### src/hdl/test_pkg.sv
// Shared constants for the processor test features block
package test_pkg;
  // Test register numbers used by the move instructions
  localparam logic [2:0]  TREG_CMD_NUM  = 3'h6;
  localparam logic [2:0]  TREG_DATA_NUM = 3'h7;
  localparam int          TREG_W        = 32;
  // Command register fields
  localparam int          CMD_OP_BIT    = 0;
  localparam int          CMD_ATTR_HI   = 11;
  localparam int          CMD_ATTR_LO   = 5;
  localparam int          ATTR_W        = 7;
  // Attribute vector positions after extraction (V, D, ~D, U, ~U, W, ~W)
  localparam int          AT_V          = 6;
  localparam int          AT_D          = 5;
  localparam int          AT_DN         = 4;
  localparam int          AT_U          = 3;
  localparam int          AT_UN         = 2;
  localparam int          AT_W          = 1;
  localparam int          AT_WN         = 0;
  localparam logic [6:0]  ATTR_NORMAL   = 7'h7F;
  // Data register fields
  localparam int          DATA_HIT_BIT  = 4;
  localparam int          DATA_SEL_BIT  = 4;
  localparam int          DATA_PTR_HI   = 3;
  localparam int          DATA_PTR_LO   = 2;
  localparam int          PAGE_LSB      = 12;
  localparam int          PHYS_W        = 20;
  // Buffer organisation
  localparam int          SETS          = 4;
  localparam int          ROWS          = 8;
  localparam int          ROW_W         = 3;
  localparam int          SET_W         = 2;
  localparam int          TAG_W         = 17;
  localparam int          ENTRIES       = 32;
  // Reset values
  localparam logic [31:0] CMD_RESET     = 32'h0000_0000;
  localparam logic [31:0] DATA_RESET    = 32'h0000_0000;
  localparam logic [1:0]  PTR_RESET     = 2'h0;
  // Self-test sequencer and signature
  localparam int          STIM_W        = 8;
  localparam int          SIG_W         = 32;
  localparam logic [7:0]  LFSR_TAPS     = 8'hB8;
  localparam logic [7:0]  LFSR_SEED     = 8'h01;
  localparam logic [7:0]  STIM_LAST     = 8'hFF;
  localparam logic [31:0] MISR_TAPS     = 32'h8020_0003;
  localparam logic [31:0] MISR_SEED     = 32'h0000_0000;
  // Stored signature constant; value is arbitrary
  localparam logic [31:0] SIG_CONST     = 32'h5A3C_96E1;
endpackage

### src/hdl/processor_test_features.sv
// Built-in test logic: self-test, translation buffer test port, bus hold
// Function
// System holds self-test request active during initialization to ask for self-test.
// Self-test disables normal array inputs; LFSR steps through all input codes.
// Array and control ROM outputs feed a parallel-load signature register.
// Final signature XOR stored constant goes to result accumulator; zero passes.
// Buffer holds 32 entries: linear tag with attributes, 20-bit physical field.
// Four sets; 2-bit replacement pointer picks the set for each write with data bit 4 low.
// On hit, physical address is stored upper field plus 12 offset bits.
// Two 32-bit test registers reach the buffer via move instructions.
// Register six is command register; register seven is data register.
// Software disables translation before testing the buffer.
// Writing command starts an operation; bit 0 high looks up, low writes.
// Write stores data physical address, command linear and attributes at chosen set.
// Lookup hit copies physical address and sets hit flag; miss clears flag.
// Attribute bits: valid 11, modified 10/9, user 8/7, writable 6/5.
// Attribute and complement both low force miss; both high force hit.
// Software writes entries with each attribute opposite its complement.
// Replacement pointer advances after every buffer hit.
// Data bit 4 low uses replacement pointer, high uses data bits 3:2.
// Software loads data register first, then command with bit 0 clear.
// Software never enters one linear address twice.
// Lookup places hit and pointer in data bits 4:2; 31:12 valid on hit.
// On hold, finish current bus cycle, float outputs, raise acknowledge.
// Reset takes priority over pending or active hold request.
// On hold release, drop acknowledge and drive outputs before next cycle.
`timescale 1ns/1ns
`default_nettype none
module processor_test_features (
  // Clock and reset
  input  wire logic                        clk,
  input  wire logic                        rst,
  // Self-test pin and array hookup
  input  wire logic                        self_test_request,
  output logic                             array_test_mode,
  output logic [test_pkg::STIM_W-1:0]      array_stimulus,
  input  wire logic [test_pkg::SIG_W-1:0]  array_response,
  output logic [31:0]                      result_accumulator,
  output logic                             self_test_done,
  // Test register moves
  input  wire logic                        treg_write,
  input  wire logic                        treg_read,
  input  wire logic [2:0]                  treg_num,
  input  wire logic [31:0]                 treg_wdata,
  output logic [31:0]                      treg_rdata,
  output logic                             treg_rvalid,
  // Normal translation
  input  wire logic                        xlat_valid,
  input  wire logic [31:0]                 xlat_linear,
  output logic                             xlat_hit,
  output logic [31:0]                      xlat_phys,
  // Bus hold
  input  wire logic                        hold_request,
  input  wire logic                        bus_cycle_active,
  output logic                             bus_hold_acknowledge,
  output logic                             bus_outputs_enable,
  output logic                             bus_cycle_permit
);
  import test_pkg::*;

  typedef enum logic [2:0] {
    ST_IDLE = 3'h1,
    ST_RUN  = 3'h2,
    ST_DONE = 3'h4
  } st_state_t;

  typedef enum logic [2:0] {
    HOLD_RUN   = 3'h1,
    HOLD_DRAIN = 3'h2,
    HOLD_HELD  = 3'h4
  } hold_state_t;

  // Pin synchronisers: first stage feeds only the second
  logic [1:0]        pin_meta_q;
  logic [1:0]        pin_sync_q;
  logic              st_strap_q;
  logic              rst_seen_q;
  st_state_t         st_q;
  st_state_t         st_d;
  hold_state_t       hold_q;
  hold_state_t       hold_d;
  logic [TREG_W-1:0] cmd_q;
  logic [TREG_W-1:0] data_q;
  logic              op_pend_q;
  logic [SET_W-1:0]  ptr_q;
  logic [31:0]       result_q;
  logic [31:0]       rdata_q;
  logic              rvalid_q;
  logic              xhit_q;
  logic [31:0]       xphys_q;
  logic              eng_running;
  logic              eng_done;
  logic [SIG_W-1:0]  eng_sig;
  logic              tlb_hit;
  logic [PHYS_W-1:0] tlb_phys;

  wire logic st_req_sync = pin_sync_q[0];
  wire logic hold_sync   = pin_sync_q[1];

  // No reset: the strap must reach the latch while reset is still held
  always_ff @(posedge clk) begin
    pin_meta_q <= {hold_request, self_test_request};
    pin_sync_q <= pin_meta_q;
  end

  // Self-test: strap is caught while reset is held, run after release
  wire logic st_start = (st_q == ST_IDLE) && st_strap_q && rst_seen_q;

  always_ff @(posedge clk) begin
    if (rst) begin
      st_strap_q <= st_req_sync;
      rst_seen_q <= 1'b1;
    end else begin
      rst_seen_q <= 1'b0;
      if (st_start) begin
        st_strap_q <= 1'b0;
      end
    end
  end

  always_comb begin
    st_d = st_q;
    case (st_q)
      ST_IDLE: begin
        if (st_start) begin
          st_d = ST_RUN;
        end
      end
      ST_RUN: begin
        if (eng_done) begin
          st_d = ST_DONE;
        end
      end
      ST_DONE: st_d = ST_DONE;
      default: st_d = ST_IDLE;
    endcase
  end

  self_test_engine u_engine (
    .clk       (clk),
    .rst       (rst),
    .start     (st_start),
    .running   (eng_running),
    .done      (eng_done),
    .stim      (array_stimulus),
    .response  (array_response),
    .signature (eng_sig)
  );

  // Test mode covers the whole run so normal inputs never leak in
  assign array_test_mode = (st_q == ST_RUN);

  always_ff @(posedge clk) begin
    if (rst) begin
      st_q     <= ST_IDLE;
      result_q <= 32'h0000_0000;
    end else begin
      st_q <= st_d;
      if (eng_done) begin
        result_q <= eng_sig ^ SIG_CONST;
      end
    end
  end

  assign result_accumulator = result_q;
  assign self_test_done     = (st_q == ST_DONE);

  // Test register decode
  wire logic cmd_wr    = treg_write && (treg_num == TREG_CMD_NUM);
  wire logic data_wr   = treg_write && (treg_num == TREG_DATA_NUM);
  wire logic op_lookup = op_pend_q && cmd_q[CMD_OP_BIT];
  wire logic op_write  = op_pend_q && !cmd_q[CMD_OP_BIT];

  wire logic [ATTR_W-1:0] cmd_attr = cmd_q[CMD_ATTR_HI:CMD_ATTR_LO];
  wire logic [SET_W-1:0]  wr_set   = data_q[DATA_SEL_BIT] ?
                                     data_q[DATA_PTR_HI:DATA_PTR_LO] : ptr_q;

  // Test operation owns the lookup port for its one cycle
  wire logic [31:0]       look_lin  = op_pend_q ? cmd_q : xlat_linear;
  wire logic [ATTR_W-1:0] look_attr = op_pend_q ? cmd_attr : ATTR_NORMAL;
  wire logic              xlat_take = xlat_valid && !op_pend_q;
  wire logic              any_hit   = tlb_hit && (op_lookup || xlat_take);
  wire logic [SET_W-1:0]  ptr_d     = any_hit ? ptr_q + 2'h1 : ptr_q;

  translation_buffer u_tlb (
    .clk         (clk),
    .rst         (rst),
    .wr_en       (op_write),
    .wr_set      (wr_set),
    .wr_linear   (cmd_q),
    .wr_attr     (cmd_attr),
    .wr_phys     (data_q[31:PAGE_LSB]),
    .look_linear (look_lin),
    .look_attr   (look_attr),
    .hit         (tlb_hit),
    .hit_phys    (tlb_phys)
  );

  // A data write in the op cycle loses to the lookup result
  always_ff @(posedge clk) begin
    if (rst) begin
      cmd_q     <= CMD_RESET;
      data_q    <= DATA_RESET;
      op_pend_q <= 1'b0;
      ptr_q     <= PTR_RESET;
    end else begin
      op_pend_q <= cmd_wr;
      ptr_q     <= ptr_d;
      if (cmd_wr) begin
        cmd_q <= treg_wdata;
      end
      if (op_lookup) begin
        data_q[DATA_HIT_BIT]             <= tlb_hit;
        data_q[DATA_PTR_HI:DATA_PTR_LO]  <= ptr_d;
        if (tlb_hit) begin
          data_q[31:PAGE_LSB] <= tlb_phys;
        end
      end else if (data_wr) begin
        data_q <= treg_wdata;
      end
    end
  end

  always_ff @(posedge clk) begin
    if (rst) begin
      rdata_q  <= 32'h0000_0000;
      rvalid_q <= 1'b0;
      xhit_q   <= 1'b0;
      xphys_q  <= 32'h0000_0000;
    end else begin
      rvalid_q <= treg_read;
      if (treg_read) begin
        rdata_q <= (treg_num == TREG_CMD_NUM)  ? cmd_q :
                   (treg_num == TREG_DATA_NUM) ? data_q : 32'h0000_0000;
      end
      xhit_q  <= xlat_take && tlb_hit;
      xphys_q <= {tlb_phys, xlat_linear[PAGE_LSB-1:0]};
    end
  end

  assign treg_rdata  = rdata_q;
  assign treg_rvalid = rvalid_q;
  assign xlat_hit    = xhit_q;
  assign xlat_phys   = xphys_q;

  // Bus hold: drain current cycle, then float until release
  always_comb begin
    hold_d = hold_q;
    case (hold_q)
      HOLD_RUN: begin
        if (hold_sync) begin
          hold_d = bus_cycle_active ? HOLD_DRAIN : HOLD_HELD;
        end
      end
      HOLD_DRAIN: begin
        if (!bus_cycle_active) begin
          hold_d = HOLD_HELD;
        end
      end
      HOLD_HELD: begin
        if (!hold_sync) begin
          hold_d = HOLD_RUN;
        end
      end
      default: hold_d = HOLD_RUN;
    endcase
  end

  always_ff @(posedge clk) begin
    if (rst) begin
      hold_q <= HOLD_RUN;
    end else begin
      hold_q <= hold_d;
    end
  end

  assign bus_hold_acknowledge = (hold_q == HOLD_HELD);
  assign bus_outputs_enable   = (hold_q != HOLD_HELD);
  assign bus_cycle_permit     = (hold_q == HOLD_RUN) && !hold_sync;
endmodule
`default_nettype wire

### src/hdl/self_test_engine.sv
// Pseudo-random stimulus sequencer and signature compressor for self-test
`timescale 1ns/1ns
`default_nettype none
module self_test_engine (
  // Clock and reset
  input  wire logic                        clk,
  input  wire logic                        rst,
  // Control
  input  wire logic                        start,
  output logic                             running,
  output logic                             done,
  // Array stimulus and response
  output logic [test_pkg::STIM_W-1:0]      stim,
  input  wire logic [test_pkg::SIG_W-1:0]  response,
  output logic [test_pkg::SIG_W-1:0]       signature
);
  import test_pkg::*;

  logic [STIM_W-1:0] lfsr_q;
  logic [STIM_W-1:0] count_q;
  logic              run_q;
  logic              done_q;
  logic [SIG_W-1:0]  sig_q;

  // Zero-tail term adds the all-zero state, so all 256 codes appear
  wire logic              zero_tail = (lfsr_q[STIM_W-2:0] == '0);
  wire logic              lfsr_fb   = (^(lfsr_q & LFSR_TAPS)) ^ zero_tail;
  wire logic [STIM_W-1:0] lfsr_d    = {lfsr_q[STIM_W-2:0], lfsr_fb};
  wire logic [SIG_W-1:0]  sig_d     = {sig_q[SIG_W-2:0], ^(sig_q & MISR_TAPS)} ^ response;
  wire logic              last      = (count_q == STIM_LAST);

  always_ff @(posedge clk) begin
    if (rst) begin
      lfsr_q  <= LFSR_SEED;
      count_q <= '0;
      run_q   <= 1'b0;
      done_q  <= 1'b0;
      sig_q   <= MISR_SEED;
    end else begin
      done_q <= run_q && last;
      if (start && !run_q) begin
        lfsr_q  <= LFSR_SEED;
        count_q <= '0;
        run_q   <= 1'b1;
        sig_q   <= MISR_SEED;
      end else if (run_q) begin
        lfsr_q  <= lfsr_d;
        sig_q   <= sig_d;
        count_q <= count_q + 8'h01;
        if (last) begin
          run_q <= 1'b0;
        end
      end
    end
  end

  assign stim      = lfsr_q;
  assign running   = run_q;
  assign done      = done_q;
  assign signature = sig_q;
endmodule
`default_nettype wire

### src/hdl/translation_buffer.sv
// Four-set, 32-entry translation buffer with attribute-aware lookup
`timescale 1ns/1ns
`default_nettype none
module translation_buffer (
  // Clock and reset
  input  wire logic                         clk,
  input  wire logic                         rst,
  // Write port
  input  wire logic                         wr_en,
  input  wire logic [test_pkg::SET_W-1:0]   wr_set,
  input  wire logic [31:0]                  wr_linear,
  input  wire logic [test_pkg::ATTR_W-1:0]  wr_attr,
  input  wire logic [test_pkg::PHYS_W-1:0]  wr_phys,
  // Lookup port
  input  wire logic [31:0]                  look_linear,
  input  wire logic [test_pkg::ATTR_W-1:0]  look_attr,
  output logic                              hit,
  output logic [test_pkg::PHYS_W-1:0]       hit_phys
);
  import test_pkg::*;

  logic [TAG_W-1:0]  tag_q  [0:ENTRIES-1];
  logic [3:0]        flag_q [0:ENTRIES-1];
  logic [PHYS_W-1:0] phys_q [0:ENTRIES-1];
  logic [SETS-1:0]   match;

  // Both low forces a miss, both high forces a hit
  function automatic logic pair_ok(input logic stored, input logic t, input logic tn);
    pair_ok = (t == tn) ? t : (stored == t);
  endfunction

  wire logic [ROW_W-1:0] look_row = look_linear[PAGE_LSB+ROW_W-1:PAGE_LSB];
  wire logic [TAG_W-1:0] look_tag = look_linear[31:PAGE_LSB+ROW_W];
  wire logic [4:0]       wr_idx   = {wr_set, wr_linear[PAGE_LSB+ROW_W-1:PAGE_LSB]};

  genvar s;
  generate
    for (s = 0; s < SETS; s++) begin : g_set
      wire logic [4:0] idx = {SET_W'(s), look_row};
      assign match[s] = (tag_q[idx] == look_tag)
                     && (flag_q[idx][3] == look_attr[AT_V])
                     && pair_ok(flag_q[idx][2], look_attr[AT_D], look_attr[AT_DN])
                     && pair_ok(flag_q[idx][1], look_attr[AT_U], look_attr[AT_UN])
                     && pair_ok(flag_q[idx][0], look_attr[AT_W], look_attr[AT_WN]);
    end
  endgenerate

  // Lowest matching set wins; duplicate entries are software's fault
  wire logic [1:0] hit_set = match[0] ? 2'h0 : match[1] ? 2'h1 : match[2] ? 2'h2 : 2'h3;

  assign hit      = |match;
  assign hit_phys = phys_q[{hit_set, look_row}];

  always_ff @(posedge clk) begin
    if (rst) begin
      for (int i = 0; i < ENTRIES; i++) begin
        tag_q[i]  <= '0;
        flag_q[i] <= 4'h0;
        phys_q[i] <= '0;
      end
    end else if (wr_en) begin
      tag_q[wr_idx]  <= wr_linear[31:PAGE_LSB+ROW_W];
      flag_q[wr_idx] <= {wr_attr[AT_V], wr_attr[AT_D], wr_attr[AT_U], wr_attr[AT_W]};
      phys_q[wr_idx] <= wr_phys;
    end
  end
endmodule
`default_nettype wire

### config.mk
export PLATFORM = sky130hd
export DESIGN_NAME = processor_test_features
export DESIGN_NICKNAME = d
export VERILOG_FILES = /design/src/hdl/test_pkg.sv /design/src/hdl/processor_test_features.sv /design/src/hdl/self_test_engine.sv /design/src/hdl/translation_buffer.sv
export SDC_FILE = /design/constraint.sdc
export NUM_CORES = 2
export LEC_CHECK = 0
export BUFFER_PORTS_ARGS = -buffer_cell sky130_fd_sc_hd__buf_2
export CORE_MARGIN = 2
export CORE_UTILIZATION = 55
export DETAILED_ROUTE_END_ITERATION = 16
export GPL_TIMING_DRIVEN = 0
export HOLD_SLACK_MARGIN = 0.05
export PLACE_DENSITY_LB_ADDON = 0.05
export SLEW_MARGIN = 15
export SYNTH_ARGS = -nofsm -noshare
export SYNTH_HDL_FRONTEND = slang
export SYNTH_SLANG_ARGS = --single-unit
### constraint.sdc
create_clock -name clk -period 4.2 [get_ports clk]
set_input_delay 0.42 -clock clk [delete_from_list [all_inputs] [get_ports clk]]
set_output_delay 0.42 -clock clk [all_outputs]
set_load 0.02 [all_outputs]
==> impl_metrics.json <==
{
  "die_area_mm2": 0.133,
  "die_x_um": 364,
  "synth_top_area_share_pct": 55.2,
  "synthDistinctLibCells": 93,
  "layout-drive-gt1-share_pct": 21.4,
  "viasPerCell": 6.47,
  "nFillCells": 9691,
  "drv_cap": 0,
  "setup_violations": 164,
  "syn_inst": 5770,
  "cts.sinks": 1539,
  "wl_mm": 299,
  "final_cell_mix": "edfxtp_1 (1313), and2_1 (1290), nand2_1 (603)",
  "setup_slack_ns": -0.288,
  "layout_commonest_cell": "edfxtp_1",
  "cp.depth": 17,
  "yosys_warnings": 0,
  "die_h_um": 364,
  "port_buffers": 216,
  "antenna_found_initial": 23,
  "htree_levels": 4,
  "overflow": 0,
  "synth_nets": 5879,
  "multi_input_area_mm2": 0.0278,
  "cp_max_fo": 10,
  "dr.first_iter.drc_count": 9185,
  "fmax_ghz": 0.223,
  "grt_max_degree": 35,
  "critPathMostFrequentCell": "buf_12",
  "min_path_type": "primary input to register",
  "core_mm2": 0.129,
  "ant_nets": 0,
  "synth_edf_count": 1313,
  "track_usage_pct": 44.8,
  "path_buf_inv": 6,
  "ys_top_cells_by_area": "edfxtp_1 (55%), and2_1 (11%), dfxtp_1 (6.3%), mux4_2 (5.5%), nand2_1 (3.3%)",
  "cts_max_path_buffers": 3,
  "tightest_slew_ns": 1.39,
  "synth-main-ff-cell": "edfxtp_1",
  "syn_area_mm2": 0.0714,
  "drc_errors": 0,
  "status": "finished, violations left",
  "leakage_nw": 31.7,
  "vdd_ir_drop_max_uv": 405,
  "slew_violations": 0,
  "synth_area_leader_cell": "edfxtp_1",
  "num_vias": 53636,
  "cp_slowest_cell": "or4b_4",
  "gp_congestion": 1.04,
  "clkSlewWorstSetupHoldPaths_ns": 0.06,
  "hpwlAfterDp_mm": 203,
  "reg2reg_slack_ns": -0.29,
  "finalCriticalPeriod_ns": 4.49,
  "whs_path_depth": 3,
  "ys_seq_area_share_pct": 61.5,
  "clk_root_buffer_cell": "clkbuf_16",
  "cts_tree": "built",
  "grt_pass1_vias": 51116,
  "ios": 218,
  "floorplan.initialDensity_pct": 55.3,
  "syn_area_per_cell_um2": 12.4,
  "crit_type": "register to register",
  "finalHoldViolCount": 0,
  "fin_nets": 6501,
  "rows": 132,
  "avgRoutedWirePerCell_um": 36.0,
  "cp-end-kind": "register",
  "area_growth_pct": 21.0,
  "worstPathCellList": "buf_12, buf_12, buf_12, nor2_4, a32o_2, buf_8, a32oi_1, and3_1, nor4_4, nand4_1, or4b_4, buf_12, buf_16, mux2i_4, nand2_1, a31oi_2, a21oi_2",
  "seq_area_mm2": 0.0440,
  "slowest_delay_ns": 0.61,
  "grt_pass1_wl_mm": 404,
  "arrival_ns": 5.15,
  "clock_latency_ns": 0.84,
  "total_power_mw": 36.0,
  "synth-async-reset-ratio_pct": 0,
  "final.period_utilization_pct": 107,
  "critical-path-top-delay-family": "simple AND/OR/NAND/NOR gates",
  "first_pass_iters": 10,
  "violations": "setup timing",
  "p_per_area_mw_per_mm2": 416,
  "critPathLaunchType": "register",
  "r2r_cells": 17,
  "crit_required_ns": 4.87,
  "rsz0062_at_grt": "yes",
  "fin_setup_tns_ns": -13.56,
  "clock_skew_ns": 0.0339,
  "relSlewSlack_pct": 6.50,
  "cts_buffers": 163,
  "yosys_register_bits": 1539
}
[routing by layer]
metal  vias up  global-route usage [%]  routed length [um]
li1      21982                       -                   -
met1     26468                    55.2              103000
met2      4113                    66.3              129000
met3      1061                    13.3               38000
met4        12                    35.3               28600
met5         -                       0                  79
[synth_stat cells, types with 7 or more instances]
master and number:
or4_1 8, xnor2_1 66, nand3_1 153, o21a_1 8
buf_2 59, mux2i_1 194, buf_4 19, nand2_1 627
o221ai_1 13, a21oi_1 136, o21ai_1 21, or3_1 7
nor4_1 16, and4_1 7, mux4_2 175, and2_1 1290
nand2b_1 39, and3_1 18, mux2_2 7, nor2b_1 27
nor2_1 201, a211oi_1 100, buf_1 21, buf_6 16
o22ai_1 8, o211ai_1 31, a221oi_1 27, inv_1 26
a21boi_0 19, xor2_1 31, a22o_1 27, a22oi_1 43
o21bai_1 21, edfxtp_1 1313, nand4_1 44, o21ai_0 54
or2_2 36, a32oi_1 34, a31oi_1 31, nor3_1 62
dfxtp_1 226, clkbuf_1 414
[registers in the layout, indices dropped and copies added (netlist names), 3 cells and up]
| register | count |
|---|---|
| u_tlb.phys_q | 640 |
| u_tlb.tag_q | 544 |
| u_tlb.flag_q | 128 |
| cmd_q | 32 |
| data_q | 32 |
| result_accumulator | 32 |
| treg_rdata | 32 |
| u_engine.signature | 32 |
| xlat_phys | 32 |
| u_engine.count_q | 8 |
| u_engine.stim | 8 |
| hold_q | 3 |
| st_q | 3 |
[cell type report]
| cell class | count | area share (%) |
|---|---|---|
| Tap cell | 1742 | 2.52 |
| Inverter | 28 | 0.124 |
| Clock inverter | 68 | 0.625 |
| Multi-Input combinational cell | 3698 | 32.2 |
| Buffer | 526 | 3.92 |
| Sequential cell | 1539 | 50.9 |
| Clock buffer | 234 | 5.46 |
| Antenna cell | 22 | 0.0637 |
| Timing Repair Buffer | 436 | 4.27 |
[power breakdown]
| group | total (mW) | internal, mW | switching [mW] | leakage (nW) |
|---|---|---|---|---|
| Sequential | 17.5 | 17.1 | 0.404 | 15.4 |
| Clock | 14.5 | 8.20 | 6.27 | 2.59 |
| Combinational | 4.06 | 1.38 | 2.68 | 13.7 |
[path summary, 6_finish.rpt]
path / from / endpoint
hold reg to reg: pin_meta_q[1] / pin_sync_q[1]
setup / recovery: op_pend_q / xlat_phys[20]
setup reg to reg: op_pend_q / xlat_phys[20]
hold / removal: treg_read / treg_rdata[4]
[through the flow]
| stage | utilization, % | instance area [um2] | worst slack, ns | std cells | hold slack (ns) |
|---|---|---|---|---|---|
| 5_1_grt | 66.9 | 86400 | -0.332 | 8273 | 0.121 |
| 3_3_place_gp | 57.8 | 74700 | -3.29 | 7728 | 0.318 |
| 4_1_cts | 66.2 | 85500 | -0.178 | 8241 | 0.0543 |
| 6_report | 66.9 | 86400 | -0.288 | 8293 | 0.0882 |
| 2_1_floorplan | - | 71400 | 0.569 | 5770 | 0.310 |
| 3_5_place_dp | 58.2 | 75100 | -2.74 | 7745 | 0.317 |
[what timing repair did]
action                                  4_1_cts  5_1_grt
hold buffers                                 80        0
resized for setup                           770      161
buffers inserted                             86       31
endpoints found under the hold margin       110        0
endpoints found under the setup margin     2654      611
pin swaps                                    79       60
cloned                                       32        2
[logic make-up after synthesis]
| family | synth area share [%] |
|---|---|
| DFF | 61.5 |
| adders and majority gates | 0.0350 |
| muxes | 8.49 |
| AOI/OAI and AO/OA | 6.10 |
| buffers and inverters | 3.32 |
| and+or+nand+nor | 19.3 |
| xor gates and xnor gates | 1.19 |
[worst reg2reg max path: cells and delay by family (launching register included)]
family	cells	cell delay [ns]
compound gates	4	0.94
buf+inv	6	1.09
flops	1	0.33
mux	1	0.29
simple gates	6	1.70
(Power assumes the default switching activity.)
